<file path="config.mk">
export PLATFORM = sky130hd
export DESIGN_NAME = ppc_config_regs
export DESIGN_NICKNAME = d
export VERILOG_FILES = /design/src/design/ppc_pkg.sv /design/src/design/ppc_tmo_flag.sv /design/src/design/ppc_irq_gen.sv /design/src/design/ppc_config_regs.sv
export SDC_FILE = /design/constraint.sdc
export NUM_CORES = 1
export LEC_CHECK = 0
export BUFFER_PORTS_ARGS = -buffer_cell sky130_fd_sc_hd__buf_2
export CORE_ASPECT_RATIO = 0.8
export CORE_MARGIN = 2
export CORE_UTILIZATION = 53
export CTS_BUF_LIST = sky130_fd_sc_hd__clkbuf_8
export DETAILED_ROUTE_END_ITERATION = 8
export PLACE_DENSITY = 0.82
export SLEW_MARGIN = 5
export SYNTH_ARGS = -nofsm -noshare
export SYNTH_HDL_FRONTEND = slang
export SYNTH_SLANG_ARGS = --single-unit
</file>
<file path="constraint.sdc">
create_clock -name i_core_clk -period 1.9 [get_ports i_core_clk]
set_input_delay 0.19 -clock i_core_clk [delete_from_list [all_inputs] [get_ports i_core_clk]]
set_output_delay 0.19 -clock i_core_clk [all_outputs]
set_load 0.005 [all_outputs]
</file>
<file path="src/design/ppc_pkg.sv">
// shared constants and types for the parallel port configuration bank
package ppc_pkg;

    // =========================================================
    // register offsets
    localparam logic [7:0] PPC_ADDR_MODE  = 8'hf0; // port mode / threshold / irq type
    localparam logic [7:0] PPC_ADDR_MODE2 = 8'hf1; // timeout clear select
    localparam logic [7:0] PPC_ADDR_MAP   = 8'hf8; // one-hot mode alias

    // =========================================================
    // reset values
    localparam logic [7:0] PPC_RST_MODE   = 8'h3c; // printer mode, threshold 0111b
    localparam logic [7:0] PPC_RST_MODE2  = 8'h00;
    localparam logic [7:0] PPC_RST_MAP    = 8'h08; // printer one-hot code

    // =========================================================
    // field positions
    localparam int PPC_MODE_LSB = 0;  // mode field of the mode register
    localparam int PPC_MODE_MSB = 2;
    localparam int PPC_THR_LSB  = 3;  // fifo threshold field
    localparam int PPC_THR_MSB  = 6;
    localparam int PPC_ITYPE    = 7;  // interrupt type bit
    localparam int PPC_TSEL     = 4;  // timeout clear select bit
    localparam int PPC_MAP_LSB  = 0;  // one-hot mode field of the alias
    localparam int PPC_MAP_MSB  = 3;
    localparam int PPC_ALIAS_LSB = 1; // alias bits linked to the mode field
    localparam int PPC_ALIAS_MSB = 3;

    // =========================================================
    // three-bit port mode codes
    localparam logic [2:0] PPC_MODE_PRN       = 3'h4; // printer
    localparam logic [2:0] PPC_MODE_SPP       = 3'h0; // standard bidirectional
    localparam logic [2:0] PPC_MODE_EPP19     = 3'h1; // epp-1.9 with spp
    localparam logic [2:0] PPC_MODE_EPP17     = 3'h5; // epp-1.7 with spp
    localparam logic [2:0] PPC_MODE_ECP       = 3'h2; // ecp
    localparam logic [2:0] PPC_MODE_ECP_EPP19 = 3'h3; // ecp with epp-1.9
    localparam logic [2:0] PPC_MODE_ECP_EPP17 = 3'h7; // ecp with epp-1.7

    // =========================================================
    // one-hot alias codes
    localparam logic [3:0] PPC_MAP_SPP   = 4'h1;
    localparam logic [3:0] PPC_MAP_EPP19 = 4'h2;
    localparam logic [3:0] PPC_MAP_ECP   = 4'h4;
    localparam logic [3:0] PPC_MAP_PRN   = 4'h8;

    // =========================================================
    // timing
    localparam int PPC_CLK_PERIOD_NS = 40; // 25 mhz core clock
    localparam int PPC_IRQ_PULSE_NS  = 80; // least width of the low interrupt pulse
    localparam int PPC_IRQ_PULSE_CYC =
        (PPC_IRQ_PULSE_NS + PPC_CLK_PERIOD_NS - 1) / PPC_CLK_PERIOD_NS;
    localparam logic [3:0] PPC_IRQ_PULSE_LAST = 4'(PPC_IRQ_PULSE_CYC - 1);

    // =========================================================
    // types
    typedef enum logic [1:0] {PPC_IRQ_FOLLOW, PPC_IRQ_PULSE, PPC_IRQ_LEVEL} ppc_irq_style_t;
    typedef enum logic {PPC_PULSE_IDLE, PPC_PULSE_DRIVE} ppc_pulse_state_t;

endpackage : ppc_pkg

</file>
<file path="src/design/ppc_tmo_flag.sv">
// enhanced-protocol timeout flag with selectable clear
module ppc_tmo_flag
    import ppc_pkg::*;
(
    input  wire logic i_core_clk,
    input  wire logic i_rst,
    input  wire logic i_timeout_event,  // datapath saw a timeout
    input  wire logic i_clear_sel,      // 0 write-one clear, 1 read clear
    input  wire logic i_status_wr,      // status register write
    input  wire logic i_status_wr_one,  // flag bit written as one
    input  wire logic i_status_rd,      // status read in progress, level
    output logic      o_flag            // enhanced_timeout_flag
);

    logic flag_reg;    // the flag
    logic flag_next;
    logic rd_reg;      // previous read level
    logic rd_next;
    logic clr;         // clear request this cycle

    // =========================================================
    // next state: set wins over clear
    always_comb
    begin
        rd_next = i_status_rd;
        if (i_clear_sel)
            clr = rd_reg && !i_status_rd;           // trailing edge of read
        else
            clr = i_status_wr && i_status_wr_one;   // write of one
        flag_next = i_timeout_event || (flag_reg && !clr);
    end

    // registers
    always_ff @(posedge i_core_clk)
    begin
        if (i_rst)
        begin
            flag_reg <= 1'b0;
            rd_reg   <= 1'b0;
        end
        else
        begin
            flag_reg <= flag_next;
            rd_reg   <= rd_next;
        end
    end

    assign o_flag = flag_reg;

endmodule : ppc_tmo_flag

</file>
<file path="src/design/ppc_irq_gen.sv">
// port interrupt shaping: follow acknowledge, low pulse, or level
module ppc_irq_gen
    import ppc_pkg::*;
(
    input  wire logic       i_core_clk,
    input  wire logic       i_rst,
    input  wire logic [2:0] i_port_mode,        // selected port mode
    input  wire logic       i_irq_type,         // interrupt type bit
    input  wire logic       i_acknowledge_in_n, // pin, asynchronous
    input  wire logic       i_ecp_irq_level,    // ecp request level
    input  wire logic       i_ecp_sub_compat,   // ecp running printer/spp/epp
    output logic            o_irq,              // interrupt level out
    output logic            o_irq_oe            // high while driving
);

    logic             ack_s1_reg, ack_s2_reg, ack_d_reg; // sync chain and edge
    logic             lvl_d_reg;                          // previous ecp level
    ppc_irq_style_t   style;
    ppc_pulse_state_t st_reg, st_next;
    logic [3:0]       cnt_reg, cnt_next;
    logic             irq_next, oe_next, trig, basic, epp;

    // =========================================================
    // choose the drive style from mode and type
    always_comb
    begin
        basic = (i_port_mode == PPC_MODE_PRN) || (i_port_mode == PPC_MODE_SPP);
        epp   = (i_port_mode == PPC_MODE_EPP19) || (i_port_mode == PPC_MODE_EPP17);
        if (basic)
            style = PPC_IRQ_FOLLOW;              // type bit ignored
        else if (i_irq_type)
            style = PPC_IRQ_PULSE;
        else if (epp || i_ecp_sub_compat)
            style = PPC_IRQ_FOLLOW;
        else
            style = PPC_IRQ_LEVEL;
        trig = (ack_d_reg && !ack_s2_reg) || (i_ecp_irq_level && !lvl_d_reg);
    end

    // =========================================================
    // pulse machine and output values
    always_comb
    begin
        st_next  = st_reg;
        cnt_next = cnt_reg;
        case (st_reg)
            PPC_PULSE_IDLE:
            begin
                cnt_next = 4'h0;
                if (style == PPC_IRQ_PULSE && trig)
                    st_next = PPC_PULSE_DRIVE;
            end
            default:
            begin
                cnt_next = cnt_reg + 4'h1;
                if (cnt_reg == PPC_IRQ_PULSE_LAST)
                    st_next = PPC_PULSE_IDLE;    // release to high-z
            end
        endcase
        case (style)
            PPC_IRQ_FOLLOW:
            begin
                irq_next = ack_s2_reg;
                oe_next  = 1'b1;
            end
            PPC_IRQ_LEVEL:
            begin
                irq_next = i_ecp_irq_level;
                oe_next  = 1'b1;
            end
            default:
            begin
                irq_next = 1'b0;
                oe_next  = (st_next == PPC_PULSE_DRIVE);
            end
        endcase
    end

    // registers
    always_ff @(posedge i_core_clk)
    begin
        if (i_rst)
        begin
            ack_s1_reg <= 1'b1;
            ack_s2_reg <= 1'b1;
            ack_d_reg  <= 1'b1;
            lvl_d_reg  <= 1'b0;
            st_reg     <= PPC_PULSE_IDLE;
            cnt_reg    <= 4'h0;
            o_irq      <= 1'b1;
            o_irq_oe   <= 1'b0;
        end
        else
        begin
            ack_s1_reg <= i_acknowledge_in_n;
            ack_s2_reg <= ack_s1_reg;
            ack_d_reg  <= ack_s2_reg;
            lvl_d_reg  <= i_ecp_irq_level;
            st_reg     <= st_next;
            cnt_reg    <= cnt_next;
            o_irq      <= irq_next;
            o_irq_oe   <= oe_next;
        end
    end

    a_pulse_drives_low: assert property (@(posedge i_core_clk) disable iff (i_rst)
        (style == PPC_IRQ_PULSE && st_reg == PPC_PULSE_DRIVE) |-> (o_irq_oe && !o_irq))
        else $error("pulse state not driving low");

endmodule : ppc_irq_gen

</file>
<file path="src/design/ppc_config_regs.sv">
// parallel port configuration register bank, top level
module ppc_config_regs
    import ppc_pkg::*;
(
    input  wire logic       i_core_clk,
    input  wire logic       i_rst,
    input  wire logic [7:0] i_addr,
    input  wire logic [7:0] i_wr_data,
    input  wire logic       i_wr_stb,
    input  wire logic       i_rd_stb,
    output logic      [7:0] o_rd_data,
    input  wire logic       i_acknowledge_in_n,
    input  wire logic       i_ecp_irq_level,
    input  wire logic       i_ecp_sub_compat,
    input  wire logic       i_timeout_event,
    input  wire logic       i_status_wr,
    input  wire logic       i_status_wr_one,
    input  wire logic       i_status_rd,
    output logic      [2:0] o_port_mode,
    output logic      [3:0] o_fifo_threshold,
    output logic            o_irq,
    output logic            o_irq_oe,
    output logic            o_enhanced_timeout_flag
);

    // =========================================================
    // register state
    logic [2:0] mode_reg;    // selected port mode
    logic [2:0] mode_next;
    logic [3:0] thr_reg;     // ecp fifo threshold
    logic [3:0] thr_next;
    logic       itype_reg;   // interrupt type
    logic       itype_next;
    logic       tsel_reg;    // timeout clear select
    logic       tsel_next;
    logic [3:0] map_reg;     // one-hot alias field
    logic [3:0] map_next;
    logic [7:0] rd_reg;      // read data, one cycle after strobe
    logic [7:0] rd_next;

    // decoded helpers
    logic       wr_mode;     // write hits mode register
    logic       wr_mode2;    // write hits second mode register
    logic       wr_map;      // write hits alias register
    logic [2:0] wr_code;     // mode code from write data
    logic [3:0] wr_hot;      // alias code from write data
    logic       code_mapped; // mode code has a one-hot alias
    logic       hot_valid;   // alias code is a defined one

    // =========================================================
    // address decode
    always_comb
    begin
        wr_mode  = 1'b0;
        wr_mode2 = 1'b0;
        wr_map   = 1'b0;
        // strobe qualifies every hit
        if (i_wr_stb && i_addr == PPC_ADDR_MODE)
            wr_mode = 1'b1;
        else if (i_wr_stb && i_addr == PPC_ADDR_MODE2)
            wr_mode2 = 1'b1;
        else if (i_wr_stb && i_addr == PPC_ADDR_MAP)
            wr_map = 1'b1;
    end

    // =========================================================
    // code classification
    always_comb
    begin
        // fields as written
        wr_code = i_wr_data[PPC_MODE_MSB:PPC_MODE_LSB];
        wr_hot  = i_wr_data[PPC_MAP_MSB:PPC_MAP_LSB];
        // only these four modes have a one-hot alias
        code_mapped = (wr_code == PPC_MODE_SPP) || (wr_code == PPC_MODE_EPP19)
                   || (wr_code == PPC_MODE_ECP) || (wr_code == PPC_MODE_PRN);
        // other alias codes are reserved
        hot_valid = (wr_hot == PPC_MAP_SPP) || (wr_hot == PPC_MAP_EPP19)
                 || (wr_hot == PPC_MAP_ECP) || (wr_hot == PPC_MAP_PRN);
    end

    // =========================================================
    // next register values
    always_comb
    begin
        // hold by default
        mode_next  = mode_reg;
        thr_next   = thr_reg;
        itype_next = itype_reg;
        tsel_next  = tsel_reg;
        map_next   = map_reg;
        if (wr_mode)
        begin
            // every code selects its mode
            mode_next  = wr_code;
            thr_next   = i_wr_data[PPC_THR_MSB:PPC_THR_LSB];
            itype_next = i_wr_data[PPC_ITYPE];
            // alias only tracks modes it can express
            if (code_mapped)
                map_next = {wr_code, (wr_code == PPC_MODE_SPP)};
        end
        else if (wr_mode2)
        begin
            // reserved bits are not stored
            tsel_next = i_wr_data[PPC_TSEL];
        end
        else if (wr_map)
        begin
            // reserved alias codes are ignored whole
            if (hot_valid)
            begin
                map_next  = wr_hot;
                mode_next = i_wr_data[PPC_ALIAS_MSB:PPC_ALIAS_LSB];
            end
        end
    end

    // =========================================================
    // read mux; unmapped offsets read zero
    always_comb
    begin
        rd_next = 8'h00;
        // one offset per strobe
        if (i_rd_stb && i_addr == PPC_ADDR_MODE)
            rd_next = {itype_reg, thr_reg, mode_reg};
        else if (i_rd_stb && i_addr == PPC_ADDR_MODE2)
            rd_next[PPC_TSEL] = tsel_reg;
        else if (i_rd_stb && i_addr == PPC_ADDR_MAP)
            rd_next[PPC_MAP_MSB:PPC_MAP_LSB] = map_reg;
    end

    // =========================================================
    // register update with synchronous reset
    always_ff @(posedge i_core_clk)
    begin
        if (i_rst)
        begin
            // all three reset kinds arrive on this one input
            mode_reg  <= PPC_RST_MODE[PPC_MODE_MSB:PPC_MODE_LSB];
            thr_reg   <= PPC_RST_MODE[PPC_THR_MSB:PPC_THR_LSB];
            itype_reg <= PPC_RST_MODE[PPC_ITYPE];
            tsel_reg  <= PPC_RST_MODE2[PPC_TSEL];
            map_reg   <= PPC_RST_MAP[PPC_MAP_MSB:PPC_MAP_LSB];
            rd_reg    <= 8'h00;
        end
        else
        begin
            // take next values
            mode_reg  <= mode_next;
            thr_reg   <= thr_next;
            itype_reg <= itype_next;
            tsel_reg  <= tsel_next;
            map_reg   <= map_next;
            rd_reg    <= rd_next;
        end
    end

    // =========================================================
    // outputs from flip-flops
    assign o_rd_data        = rd_reg;
    assign o_port_mode      = mode_reg;
    assign o_fifo_threshold = thr_reg;

    // =========================================================
    // interrupt shaping
    // style from mode and type bit
    ppc_irq_gen u_irq
    (
        .i_core_clk         (i_core_clk),
        .i_rst              (i_rst),
        .i_port_mode        (mode_reg),
        .i_irq_type         (itype_reg),
        .i_acknowledge_in_n (i_acknowledge_in_n),
        .i_ecp_irq_level    (i_ecp_irq_level),
        .i_ecp_sub_compat   (i_ecp_sub_compat),
        .o_irq              (o_irq),
        .o_irq_oe           (o_irq_oe)
    );

    // =========================================================
    // timeout flag
    // clear style from select bit
    ppc_tmo_flag u_tmo
    (
        .i_core_clk      (i_core_clk),
        .i_rst           (i_rst),
        .i_timeout_event (i_timeout_event),
        .i_clear_sel     (tsel_reg),
        .i_status_wr     (i_status_wr),
        .i_status_wr_one (i_status_wr_one),
        .i_status_rd     (i_status_rd),
        .o_flag          (o_enhanced_timeout_flag)
    );

    // =========================================================
    // checks
    // reset image
    a_reset_loads_defaults: assert property (@(posedge i_core_clk)
        i_rst |=> (mode_reg == PPC_MODE_PRN && thr_reg == 4'h7 && !itype_reg
                   && !tsel_reg && map_reg == PPC_MAP_PRN))
        else $error("reset values wrong");

    // mode write lands
    a_mode_write_takes: assert property (@(posedge i_core_clk) disable iff (i_rst)
        wr_mode |=> (o_port_mode == $past(i_wr_data[2:0])))
        else $error("mode write not taken");

    // unmapped code keeps alias
    a_alias_kept_unmapped: assert property (@(posedge i_core_clk) disable iff (i_rst)
        (wr_mode && !code_mapped) |=> $stable(map_reg))
        else $error("alias changed on unmapped code");

    // mapped code moves alias
    a_alias_tracks_mode: assert property (@(posedge i_core_clk) disable iff (i_rst)
        (wr_mode && code_mapped) |=> (map_reg[3:1] == o_port_mode
                                      && map_reg[0] == (o_port_mode == PPC_MODE_SPP)))
        else $error("alias not tracking mode");

    // threshold lands
    a_threshold_write: assert property (@(posedge i_core_clk) disable iff (i_rst)
        wr_mode |=> (o_fifo_threshold == $past(i_wr_data[6:3])))
        else $error("threshold not stored");

    // alias write moves mode
    a_alias_sets_mode: assert property (@(posedge i_core_clk) disable iff (i_rst)
        (wr_map && hot_valid) |=> (map_reg == $past(i_wr_data[3:0])
                                   && o_port_mode == $past(i_wr_data[3:1])))
        else $error("alias write did not select mode");

    // mapped mode agrees
    a_readback_consistent: assert property (@(posedge i_core_clk) disable iff (i_rst)
        (mode_reg == PPC_MODE_SPP || mode_reg == PPC_MODE_EPP19
         || mode_reg == PPC_MODE_ECP || mode_reg == PPC_MODE_PRN)
        |-> (map_reg[3:1] == mode_reg && map_reg[0] == (mode_reg == PPC_MODE_SPP)))
        else $error("mode and alias disagree");

    // mode read image
    a_mode_read_data: assert property (@(posedge i_core_clk) disable iff (i_rst)
        (i_rd_stb && i_addr == PPC_ADDR_MODE)
        |=> (o_rd_data == {$past(itype_reg), $past(thr_reg), $past(mode_reg)}))
        else $error("mode read data wrong");

    // reserved bits read zero
    a_mode2_reserved_zero: assert property (@(posedge i_core_clk) disable iff (i_rst)
        (i_rd_stb && i_addr == PPC_ADDR_MODE2) |=> ((o_rd_data & 8'hef) == 8'h00))
        else $error("reserved bits not zero");

    // event sets, set wins
    a_timeout_set_wins: assert property (@(posedge i_core_clk) disable iff (i_rst)
        i_timeout_event |=> o_enhanced_timeout_flag)
        else $error("timeout event lost");

    // write-one clear
    a_timeout_write_clear: assert property (@(posedge i_core_clk) disable iff (i_rst)
        (!tsel_reg && i_status_wr && i_status_wr_one && !i_timeout_event)
        |=> !o_enhanced_timeout_flag)
        else $error("write-one clear failed");

    // basic modes keep driving
    a_basic_no_pulse: assert property (@(posedge i_core_clk) disable iff (i_rst)
        ((mode_reg == PPC_MODE_PRN || mode_reg == PPC_MODE_SPP) [*2]) |=> o_irq_oe)
        else $error("irq released in basic mode");

    // ecp level passes through
    a_ecp_level_drive: assert property (@(posedge i_core_clk) disable iff (i_rst)
        ((mode_reg == PPC_MODE_ECP && !itype_reg && !i_ecp_sub_compat) [*2])
        |=> (o_irq_oe && o_irq == $past(i_ecp_irq_level)))
        else $error("ecp level interrupt wrong");

    // bad alias code
    a_alias_bad_ignored: assert property (@(posedge i_core_clk) disable iff (i_rst)
        (wr_map && !hot_valid)
        |=> ($stable(map_reg) && $stable(mode_reg)))
        else $error("reserved alias taken");

    // select bit stored
    a_select_stored: assert property (@(posedge i_core_clk) disable iff (i_rst)
        wr_mode2
        |=> (tsel_reg == $past(i_wr_data[PPC_TSEL])))
        else $error("select not stored");

    // read trailing edge
    a_timeout_read_clear: assert property (@(posedge i_core_clk) disable iff (i_rst)
        (tsel_reg && $past(i_status_rd) && !i_status_rd && !i_timeout_event)
        |=> !o_enhanced_timeout_flag)
        else $error("read clear failed");

    // alias high bits
    a_map_high_zero: assert property (@(posedge i_core_clk) disable iff (i_rst)
        (i_rd_stb && i_addr == PPC_ADDR_MAP)
        |=> (o_rd_data[7:4] == 4'h0))
        else $error("alias high bits set");

endmodule : ppc_config_regs

</file>
# Word-level counts from Yosys, hierarchy flattened
# Cells that the tools add are included.
# totals
mem_bits_ro	0
memories	0
inputBits	27
elab_cells	105
ram_bits	0
latchBits	0
out_inout_bits	18
regBits	34
# op_classes
n_reduce_logical	38
bitwise	3
order_cmp	0
shift	0
n_mux	28
n_mul	0
addsub	1
eq_ne	18
div	0
# ops
operator	n
$mux 4	7
$eq 8x8->1 const B	3
$logic_and 1x1->1	12
$mux 1	12
$mux 3	4
$logic_or 1x1->1	11
$eq 3x3->1 const B	3
$eq 4x1->1 const B	2
$eq 3x1->1 const B	2
$logic_not 3->1	2
$mux 2	3
$reduce_or 2->1	3
$mux 5	1
$add 4x1->4 const B	1
$eq 4x2->1 const B	1
$eq 4x3->1 const B	1
$eq 4x4->1 const B	1
$logic_not 1->1	4
$reduce_and 4->1	1
$reduce_bool 2->1	2
$eq 3x2->1 const B	1
$not 1->1	3
$reduce_and 3->1	1
$eq 2x1->1 const B	1
other kinds (6)	6

# Logic depth before layout (Yosys ltp)
# Gate-level depths: netlist of run 1.
# logic_depth
word_depth	11
depth_mapped	6
depth_no_buf	5

# Modules after synthesis
# A second synthesis of run 1 with hierarchy kept.
# hier_totals
cells_unflattened	145
hier_area_um2	1481.4
# modules_own_cells
mod	instances	cells_per_inst	area_each_um2
ppc_config_regs	1	94	965.9
ppc_irq_gen	1	43	434.2
ppc_tmo_flag	1	8	81.3

# Least setup slack after synthesis of run 1
# No wires, ideal clock.
# synth_timing
path_kind	in2reg
startpoint	input port i_wr_data[2]
endpoint	register mode_reg[1] (netlist: o_port_mode[1])
setup_ns	0.091
cell_stages	5
slack_ns	0.467
arrival_ns	1.343
t_required_ns	1.809
path_cell_list	clkbuf_2 nor4b_2 a211oi_2 or3_1 a311oi_1
# synth_between
elab_chain_len	6
# synth_lines
element	line	rtl
start: declaration	ppc_config_regs.sv:8	input wire logic [7:0] i_wr_data,
$eq 4x1->1 or $eq 4x2->1 (tied branches)	ppc_config_regs.sv:77	hot_valid = (wr_hot == PPC_MAP_SPP) || (wr_hot == PPC_MAP_EPP19)
$logic_or 1x1->1	ppc_config_regs.sv:77	
$logic_or 1x1->1 (2 in series)	ppc_config_regs.sv:78	|| (wr_hot == PPC_MAP_ECP) || (wr_hot == PPC_MAP_PRN);
$reduce_bool 2->1 (no line)	-	
$reduce_and 3->1 (no line)	-	
end signal: assignment	ppc_config_regs.sv:138	mode_reg <= PPC_RST_MODE[PPC_MODE_MSB:PPC_MODE_LSB];
end signal: assignment	ppc_config_regs.sv:148	mode_reg <= mode_next;
end: declaration	ppc_config_regs.sv:28	logic [2:0] mode_reg;
# Parallel ways exist; a longest one is shown, timed or not. The select of a mux whose other input is x is not followed.
# A chain may end at the register's enable or synchronous reset.

# Worst setup path after layout of run 1
# layout_timing
startpoint	input port i_wr_data[1]
endpoint	register mode_reg[1] (netlist: o_port_mode[1])
# The elaborated chain is that of the path after synthesis.

==> results of run 1 <==
## report_power, final
| group | internal [uW] | leakage, uW | switching, uW |
|---|---|---|---|
| clock | 381 | 0.0000607 | 251 |
| sequential | 721 | 0.000276 | 2.81 |
| combinational | 53.7 | 0.000500 | 71.1 |
| total | 1160 | 0.000837 | 324 |
## cell families after synthesis
group	synth area share [%]
simple gates	28.2
mux	5.06
flops	43.0
fa+ha+maj	2.29
compound gates	15.9
xor+xnor	1.66
buf+inv	3.88
## layout by cell type, fill, tap and decap left out, types with 2 or more instances in the layout
cell      instances
and3_1            3
nand4_1           2
xor2_1            2
or3_2             2
inv_1             7
nand2_1          15
a21oi_1           7
nand2b_1          4
nand3b_1          2
o21a_1            3
dfxtp_1          34
o21ai_0           5
a31oi_1           2
nor2b_1           5
clkbuf_8          5
nor2_1           18
nor3_1            2
nand3_1           6
nor4b_2           2
a311oi_1          2
mux2i_1           8
ha_1              2
buf_4             4
a21o_1            2
or2_2             3
buf_2            44
## metal layers
layer	up-vias	global-route usage, %	part of all wire [%]
li1	706	-	-
met3	6	7.66	6.4
met4	0	8.33	1.1
met5	-	0	0
met2	59	43.3	49
met1	662	28.1	44
## Yosys cell counts, types with 2 or more instances
master    count  share of area, %
inv_1         5               1.2
o21ai_0       5               1.6
a31oi_1       2              0.79
dfxtp_1      34                43
nand3b_1      2              0.95
nor2b_1       5               2.0
a311oi_1      2               1.1
nor3_1        2              0.63
nand4_1       2              0.79
clkbuf_1      3              0.71
nor2_1       18               4.3
ha_1          2               1.6
a21oi_1       7               2.2
or2_2         3               1.2
nand3_1       6               1.9
buf_2         3              0.95
nand2_1      15               3.6
nor4b_2       2               1.9
and3_1        3               1.2
mux2i_1       8               5.1
a21o_1        2              0.95
o21a_1        3               1.4
nand2b_1      4               1.6
xor2_1        2               1.1
or3_2         2              0.95
## metrics by stage
step | power (uW) | setup slack, ns | hold WS (ns) | instance area (um2)
final | 1480 | 0.534 | 0.0842 | 1940
after detailed placement | 862 | 0.251 | 0.381 | 1840
after global routing | 1530 | 0.502 | 0.0794 | 1940
after CTS | 1490 | 0.540 | 0.0833 | 1940
after floorplan | 814 | 0.467 | 0.294 | 1580
after global placement | 856 | 0.349 | 0.373 | 1840
## cell type report
cell class / instances / share of cell area (%)
repair buffers: 48 / 12.9
multi-input cells: 124 / 43.2
well taps: 38 / 2.45
inverters: 5 / 0.966
flip-flops and latches: 34 / 35.0
clock buffers: 5 / 3.54
clock inverters: 3 / 1.93
## worst register-to-register path: stages, from the launching register on
cell,delay (ns)
dfxtp_1,0.36
o21ai_0,0.26
a21oi_1,0.08
o21a_1,0.19
a21o_1,0.14
## how the worst max path moves through the flow
stage | endpoint | cells after the start | start
after CTS | o_port_mode[1] | 5 | i_wr_data[1]
final | o_port_mode[1] | 5 | i_wr_data[1]
after global routing | o_port_mode[1] | 5 | i_wr_data[1]
after detailed placement | o_port_mode[1] | 5 | i_wr_data[1]
after floorplan | o_port_mode[1] | 5 | i_wr_data[2]
after global placement | o_port_mode[1] | 5 | i_wr_data[1]
==> results.tsv, run 1 <==
stage	metric	value	unit
outcome	status	complete, no violations	
setup_path	setup.worst_path.class	in2reg	
setup_path	r2r_slack	0.77	ns
synth	ys_ff_latch	34	
layout	stdcell_count	257	
timing	drv_slew	0	
worst_hold_path	hold_path_startpoint	i_acknowledge_in_n	
timing	rsz0062_at_grt	false	
placement	dpl.cell_count	249	
timing	hold_viol	0	
timing	tns	0	ns
setup_path	cp_top_family	simple AND/OR/NAND/NOR gates	
synth	ys_types	54	
clocking	cts_buffers	5	
synth	synthesis.area	0.00158	mm2
placement	dp_hpwl	2730	um
synth	ys_seq_area_share	43.0	%
clocking	cts_tree	done	
setup_path	worstPathRequired	2.10	ns
synth	avgSynthCellArea	9.25	um2
layout	register_area	681	um2
layout	n_antenna_cell	0	
route	vias	1433	
timing	worst_slew_pin_slew	0.380	ns
worst_hold_path	worstHoldEndpoint	u_irq.ack_s1_reg	
synth	async_flop_share	0	%
die	initial_core_util	56.3	%
synth	yosys_most_used_dff	dfxtp_1	
layout	final_util	69.2	%
global_route	grt_max_degree	20	
synth	synthCells	171	
power_and_ir_drop	leakagePower	0.000837	uW
global_route	grt_pass1_wl	6200	um
setup_path	crit_chain	buf_2, nor4b_2, a211oi_2, or3_1, a311oi_1	
setup_path	critical_path_buf_inv_count	1	
clocking	cts_setup_buffers	0	
setup_path	critPathCaptureType	flip-flop	
power_and_ir_drop	p_per_area	762	mW/mm2
route	wire_per_inst	14.2	um
setup_path	critPathArrivalTime	1.56	ns
route	drtIter0Drc	47	
clocking	cts.sinks	34	
route	detail_route.drc_violations	0	
clocking	holdBufCountCts	0	
setup_path	r2r-start	o_port_mode[1]	
global_route	grtUsageTotal	24.4	%
clocking	cts.path.max_buffers	2	
setup_path	r2r-end	u_irq.o_irq_oe	
route	viasPerCell	5.58	
power_and_ir_drop	vdd_drop_max	0.607	mV
clocking	cts_resized	0	
timing	finalSetupViolCount	0	
global_route	grt_pass1_vias	1388	
layout	fin_nets	247	
timing	max_slew_margin	74.6	%
route	wirelength	3650	um
layout	multi_input_area	840	um2
timing	period_share	71.9	%
global_route	antenna_found_initial	0	
clocking	cts_root_buf	clkbuf_8	
die	die_h	52.9	um
timing	finalCriticalPeriod	1.37	ns
clocking	clock_latency	0.29	ns
placement	port_buffers	44	
global_route	grt_remaining_overflow	0	
die	core-area	0.00281	mm2
layout	largest_reg_flops	8	
setup_path	reg2reg_depth	4	
layout	area_growth	22.9	%
route	drtPass1Iterations	4	
worst_hold_path	hold_class	in2reg	
die	io_pins	45	
timing	skew	0.00208	ns
timing	fmax	0.732	GHz
synth	synth_edf_count	0	
setup_path	crit_slowest_cell	nor4b_2	
layout	drive_gt1_share	31.5	%
synth	syn_nets	200	
synth	synth_warnings	0	
setup_path	cp_max_fo	12	
setup_path	worst_path_largest_cell_delay	0.43	ns
run	drv_cap	0	
route	drtAntennaViolNets	0	
die	die_w	65.1	um
worst_hold_path	worstHoldPathCells	2	
clocking	clk_pin_slew	0.07	ns
clocking	h-tree-depth	2	
die	die-area	0.00344	mm2
setup_path	cp-start-kind	input port	
layout	n_fill_cell	235	
placement	finalWeightedCongestion	0.966	
die	num_rows	17	
No activity file was read; power rests on OpenSTA's default activity.
==> run 2: changes to the inputs <==
--- a/config.mk
+++ b/config.mk
@@ -8,10 +8,10 @@
 export BUFFER_PORTS_ARGS = -buffer_cell sky130_fd_sc_hd__buf_2
 export CORE_ASPECT_RATIO = 0.8
 export CORE_MARGIN = 2
-export CORE_UTILIZATION = 53
+export CORE_UTILIZATION = 48
 export CTS_BUF_LIST = sky130_fd_sc_hd__clkbuf_8
 export DETAILED_ROUTE_END_ITERATION = 8
-export PLACE_DENSITY = 0.82
+export PLACE_DENSITY = 0.78
 export SLEW_MARGIN = 5
 export SYNTH_ARGS = -nofsm -noshare
 export SYNTH_HDL_FRONTEND = slang
==> constraint.sdc (replaced) <==
create_clock -name i_core_clk -period 1.1 [get_ports i_core_clk]
set_input_delay 0.11 -clock i_core_clk [delete_from_list [all_inputs] [get_ports i_core_clk]]
set_output_delay 0.11 -clock i_core_clk [all_outputs]
set_load 0.005 [all_outputs]
==> run 2 against run 1 <==
Net effect:
- the flow now finishes with violations (setup timing)
- worst hold slack lost 0.075 ns
- non-clock buffer count increased by 26
- register-to-register slack worse by 0.69 ns
- critical path type unchanged
==> results.tsv, run 2 (synthesis results as in run 1) <==
stage	metric	value	unit	change
timing	finalSetupViolCount	4		+4
layout	area_growth	40.3	%	
route	viasPerCell	5.41		-2.9%
worst_hold_path	worstHoldPathCells	2		unchanged
power_and_ir_drop	p_per_area	1120	mW/mm2	+47%
route	wire_per_inst	13.9	um	-2.1%
global_route	grt_pass1_wl	6150	um	-0.68%
clocking	cts_tree	done		
setup_path	r2r-end	u_irq.o_irq		
global_route	grt_remaining_overflow	0		unchanged
layout	layout_commonest_cell	buf_2		
run	drv_cap	0		unchanged
clocking	clk_pin_slew	0.07	ns	about the same
setup_path	critPathArrivalTime	1.32	ns	-0.24 ns
die	die_w	68.2	um	+4.8%
clocking	h-tree-depth	2		unchanged
clocking	cts.sinks	34		unchanged
clocking	cts_buffers	5		unchanged
route	drtAntennaViolNets	0		unchanged
setup_path	cp_max_fo	6		-6
timing	finalCriticalPeriod	1.14	ns	
placement	port_buffers	44		unchanged
die	die-area	0.00377	mm2	+9.7%
global_route	antenna_found_initial	0		unchanged
global_route	grtUsageTotal	21.4	%	-2.9 points
timing	drv_slew	0		unchanged
die	core-area	0.00311	mm2	+11%
route	wirelength	3970	um	+8.5%
layout	largest_reg_flops	8		unchanged
route	detail_route.drc_violations	0		unchanged
timing	rsz0062_at_grt	true		
placement	dp_hpwl	2800	um	+2.5%
setup_path	r2r-start	o_port_mode[1]		
setup_path	cp-endpoint	map_reg[0]		
global_route	grt_pass1_vias	1407		+1.4%
outcome	status	finished with violations		
timing	max_slew_margin	77.2	%	+2.6 points
outcome	violations	setup timing		
timing	worst_slew_pin_slew	0.341	ns	-0.0386 ns
layout	fin_nets	273		+11%
timing	fmax	0.875	GHz	
timing	hold_viol	0		unchanged
worst_hold_path	hold_class	in2reg		
timing	period_share	104	%	
timing	worst_slack	-0.0423	ns	-0.576 ns
die	die_h	55.3	um	+4.7%
setup_path	reg2reg_depth	3		-1
setup_path	cp-start-kind	input port		
power_and_ir_drop	vdd_drop_max	0.805	mV	+33%
global_route	grt_max_degree	11		-45%
clocking	cts.path.max_buffers	2		unchanged
layout	n_antenna_cell	0		unchanged
timing	skew	0.00674	ns	+0.00466 ns
die	initial_core_util	50.9	%	-5.4 points
clocking	clock_latency	0.28	ns	about the same
setup_path	worstPathRequired	1.28	ns	-0.82 ns
setup_path	critPathCaptureType	flip-flop		
layout	drive_gt1_share	42.0	%	+11 points
placement	dp_slack	-0.316	ns	-0.567 ns
die	io_pins	45		unchanged
layout	final_cell_mix	38 x buf_2, 32 x dfxtp_1, 31 x buf_4, 18 x nor2_1, 15 x nand2_1		
route	drtIter0Drc	101		+110%
route	vias	1543		+7.7%
placement	finalWeightedCongestion	0.949		-1.8%
clocking	cts_root_buf	clkbuf_8		
placement	dpl.cell_count	275		+10%
die	num_rows	18		+1
power_and_ir_drop	leakagePower	0.000995	uW	+19%
setup_path	crit_start	i_wr_data[1]		
timing	hold_ws	0.00885	ns	-0.0754 ns
setup_path	setup.worst_path.class	in2reg		
route	drtPass1Iterations	4		unchanged
layout	stdcell_count	285		+11%
setup_path	r2r_slack	0.08	ns	-0.69 ns
[run 2: area by class of cell]
type                    instances  area, um2
clock buffers                   6       82.6
clock inverters                 2       8.76
fillers                       241        888
inverters                       5       18.8
multi-input cells             124        893
flip-flops and latches         34        683
well taps                      40       50.0
repair buffers                 74        483
[run 2: metrics by stage]
stage	util (%)	TNS [ns]	total power [uW]	area (um2)
finish	71.4	-0.139	2490	2220
global route	71.4	-0.360	2570	2220
CTS	69.3	0	2470	2150
detailed placement	66.1	-3.14	1550	2050
global placement	66.1	-2.93	1540	2050
floorplan	-	-0.805	1430	1660
[run 2: worst min-delay path by stage]
stage	startpoint	to
floorplan	i_acknowledge_in_n	u_irq.ack_s1_reg
global placement	i_acknowledge_in_n	u_irq.ack_s1_reg
detailed placement	i_acknowledge_in_n	u_irq.ack_s1_reg
CTS	i_acknowledge_in_n	u_irq.ack_s1_reg
global route	i_acknowledge_in_n	u_irq.ack_s1_reg
finish	i_acknowledge_in_n	u_irq.ack_s1_reg
[run 2: critical path, stage by stage]
cell       delay, ns
buf_8           0.11
nor4b_4         0.37
buf_4           0.18
a2111o_1        0.22
o2111ai_1       0.16
nor3b_1         0.17
[run 2: layer usage]
layer	part of all wire, %	GRT usage [%]
met5	0	0
met4	1.4	8.29
met2	43	30.5
met3	9.5	6.52
met1	46	30.2
[run 2: repair_timing]
item / CTS / global route
gates resized for setup: 1 / 18
hold buffers: 0 / 0
pin swaps: 2 / 4
setup endpoints to repair: 1 / 10
endpoints found under the hold margin: 0 / 0
buffers inserted: 1 / 1
[run 2: report_power, final]
part           switching [uW]  internal [uW]
sequential               5.91           1250
clock                     435            495
combinational             148            158
total                     589           1900
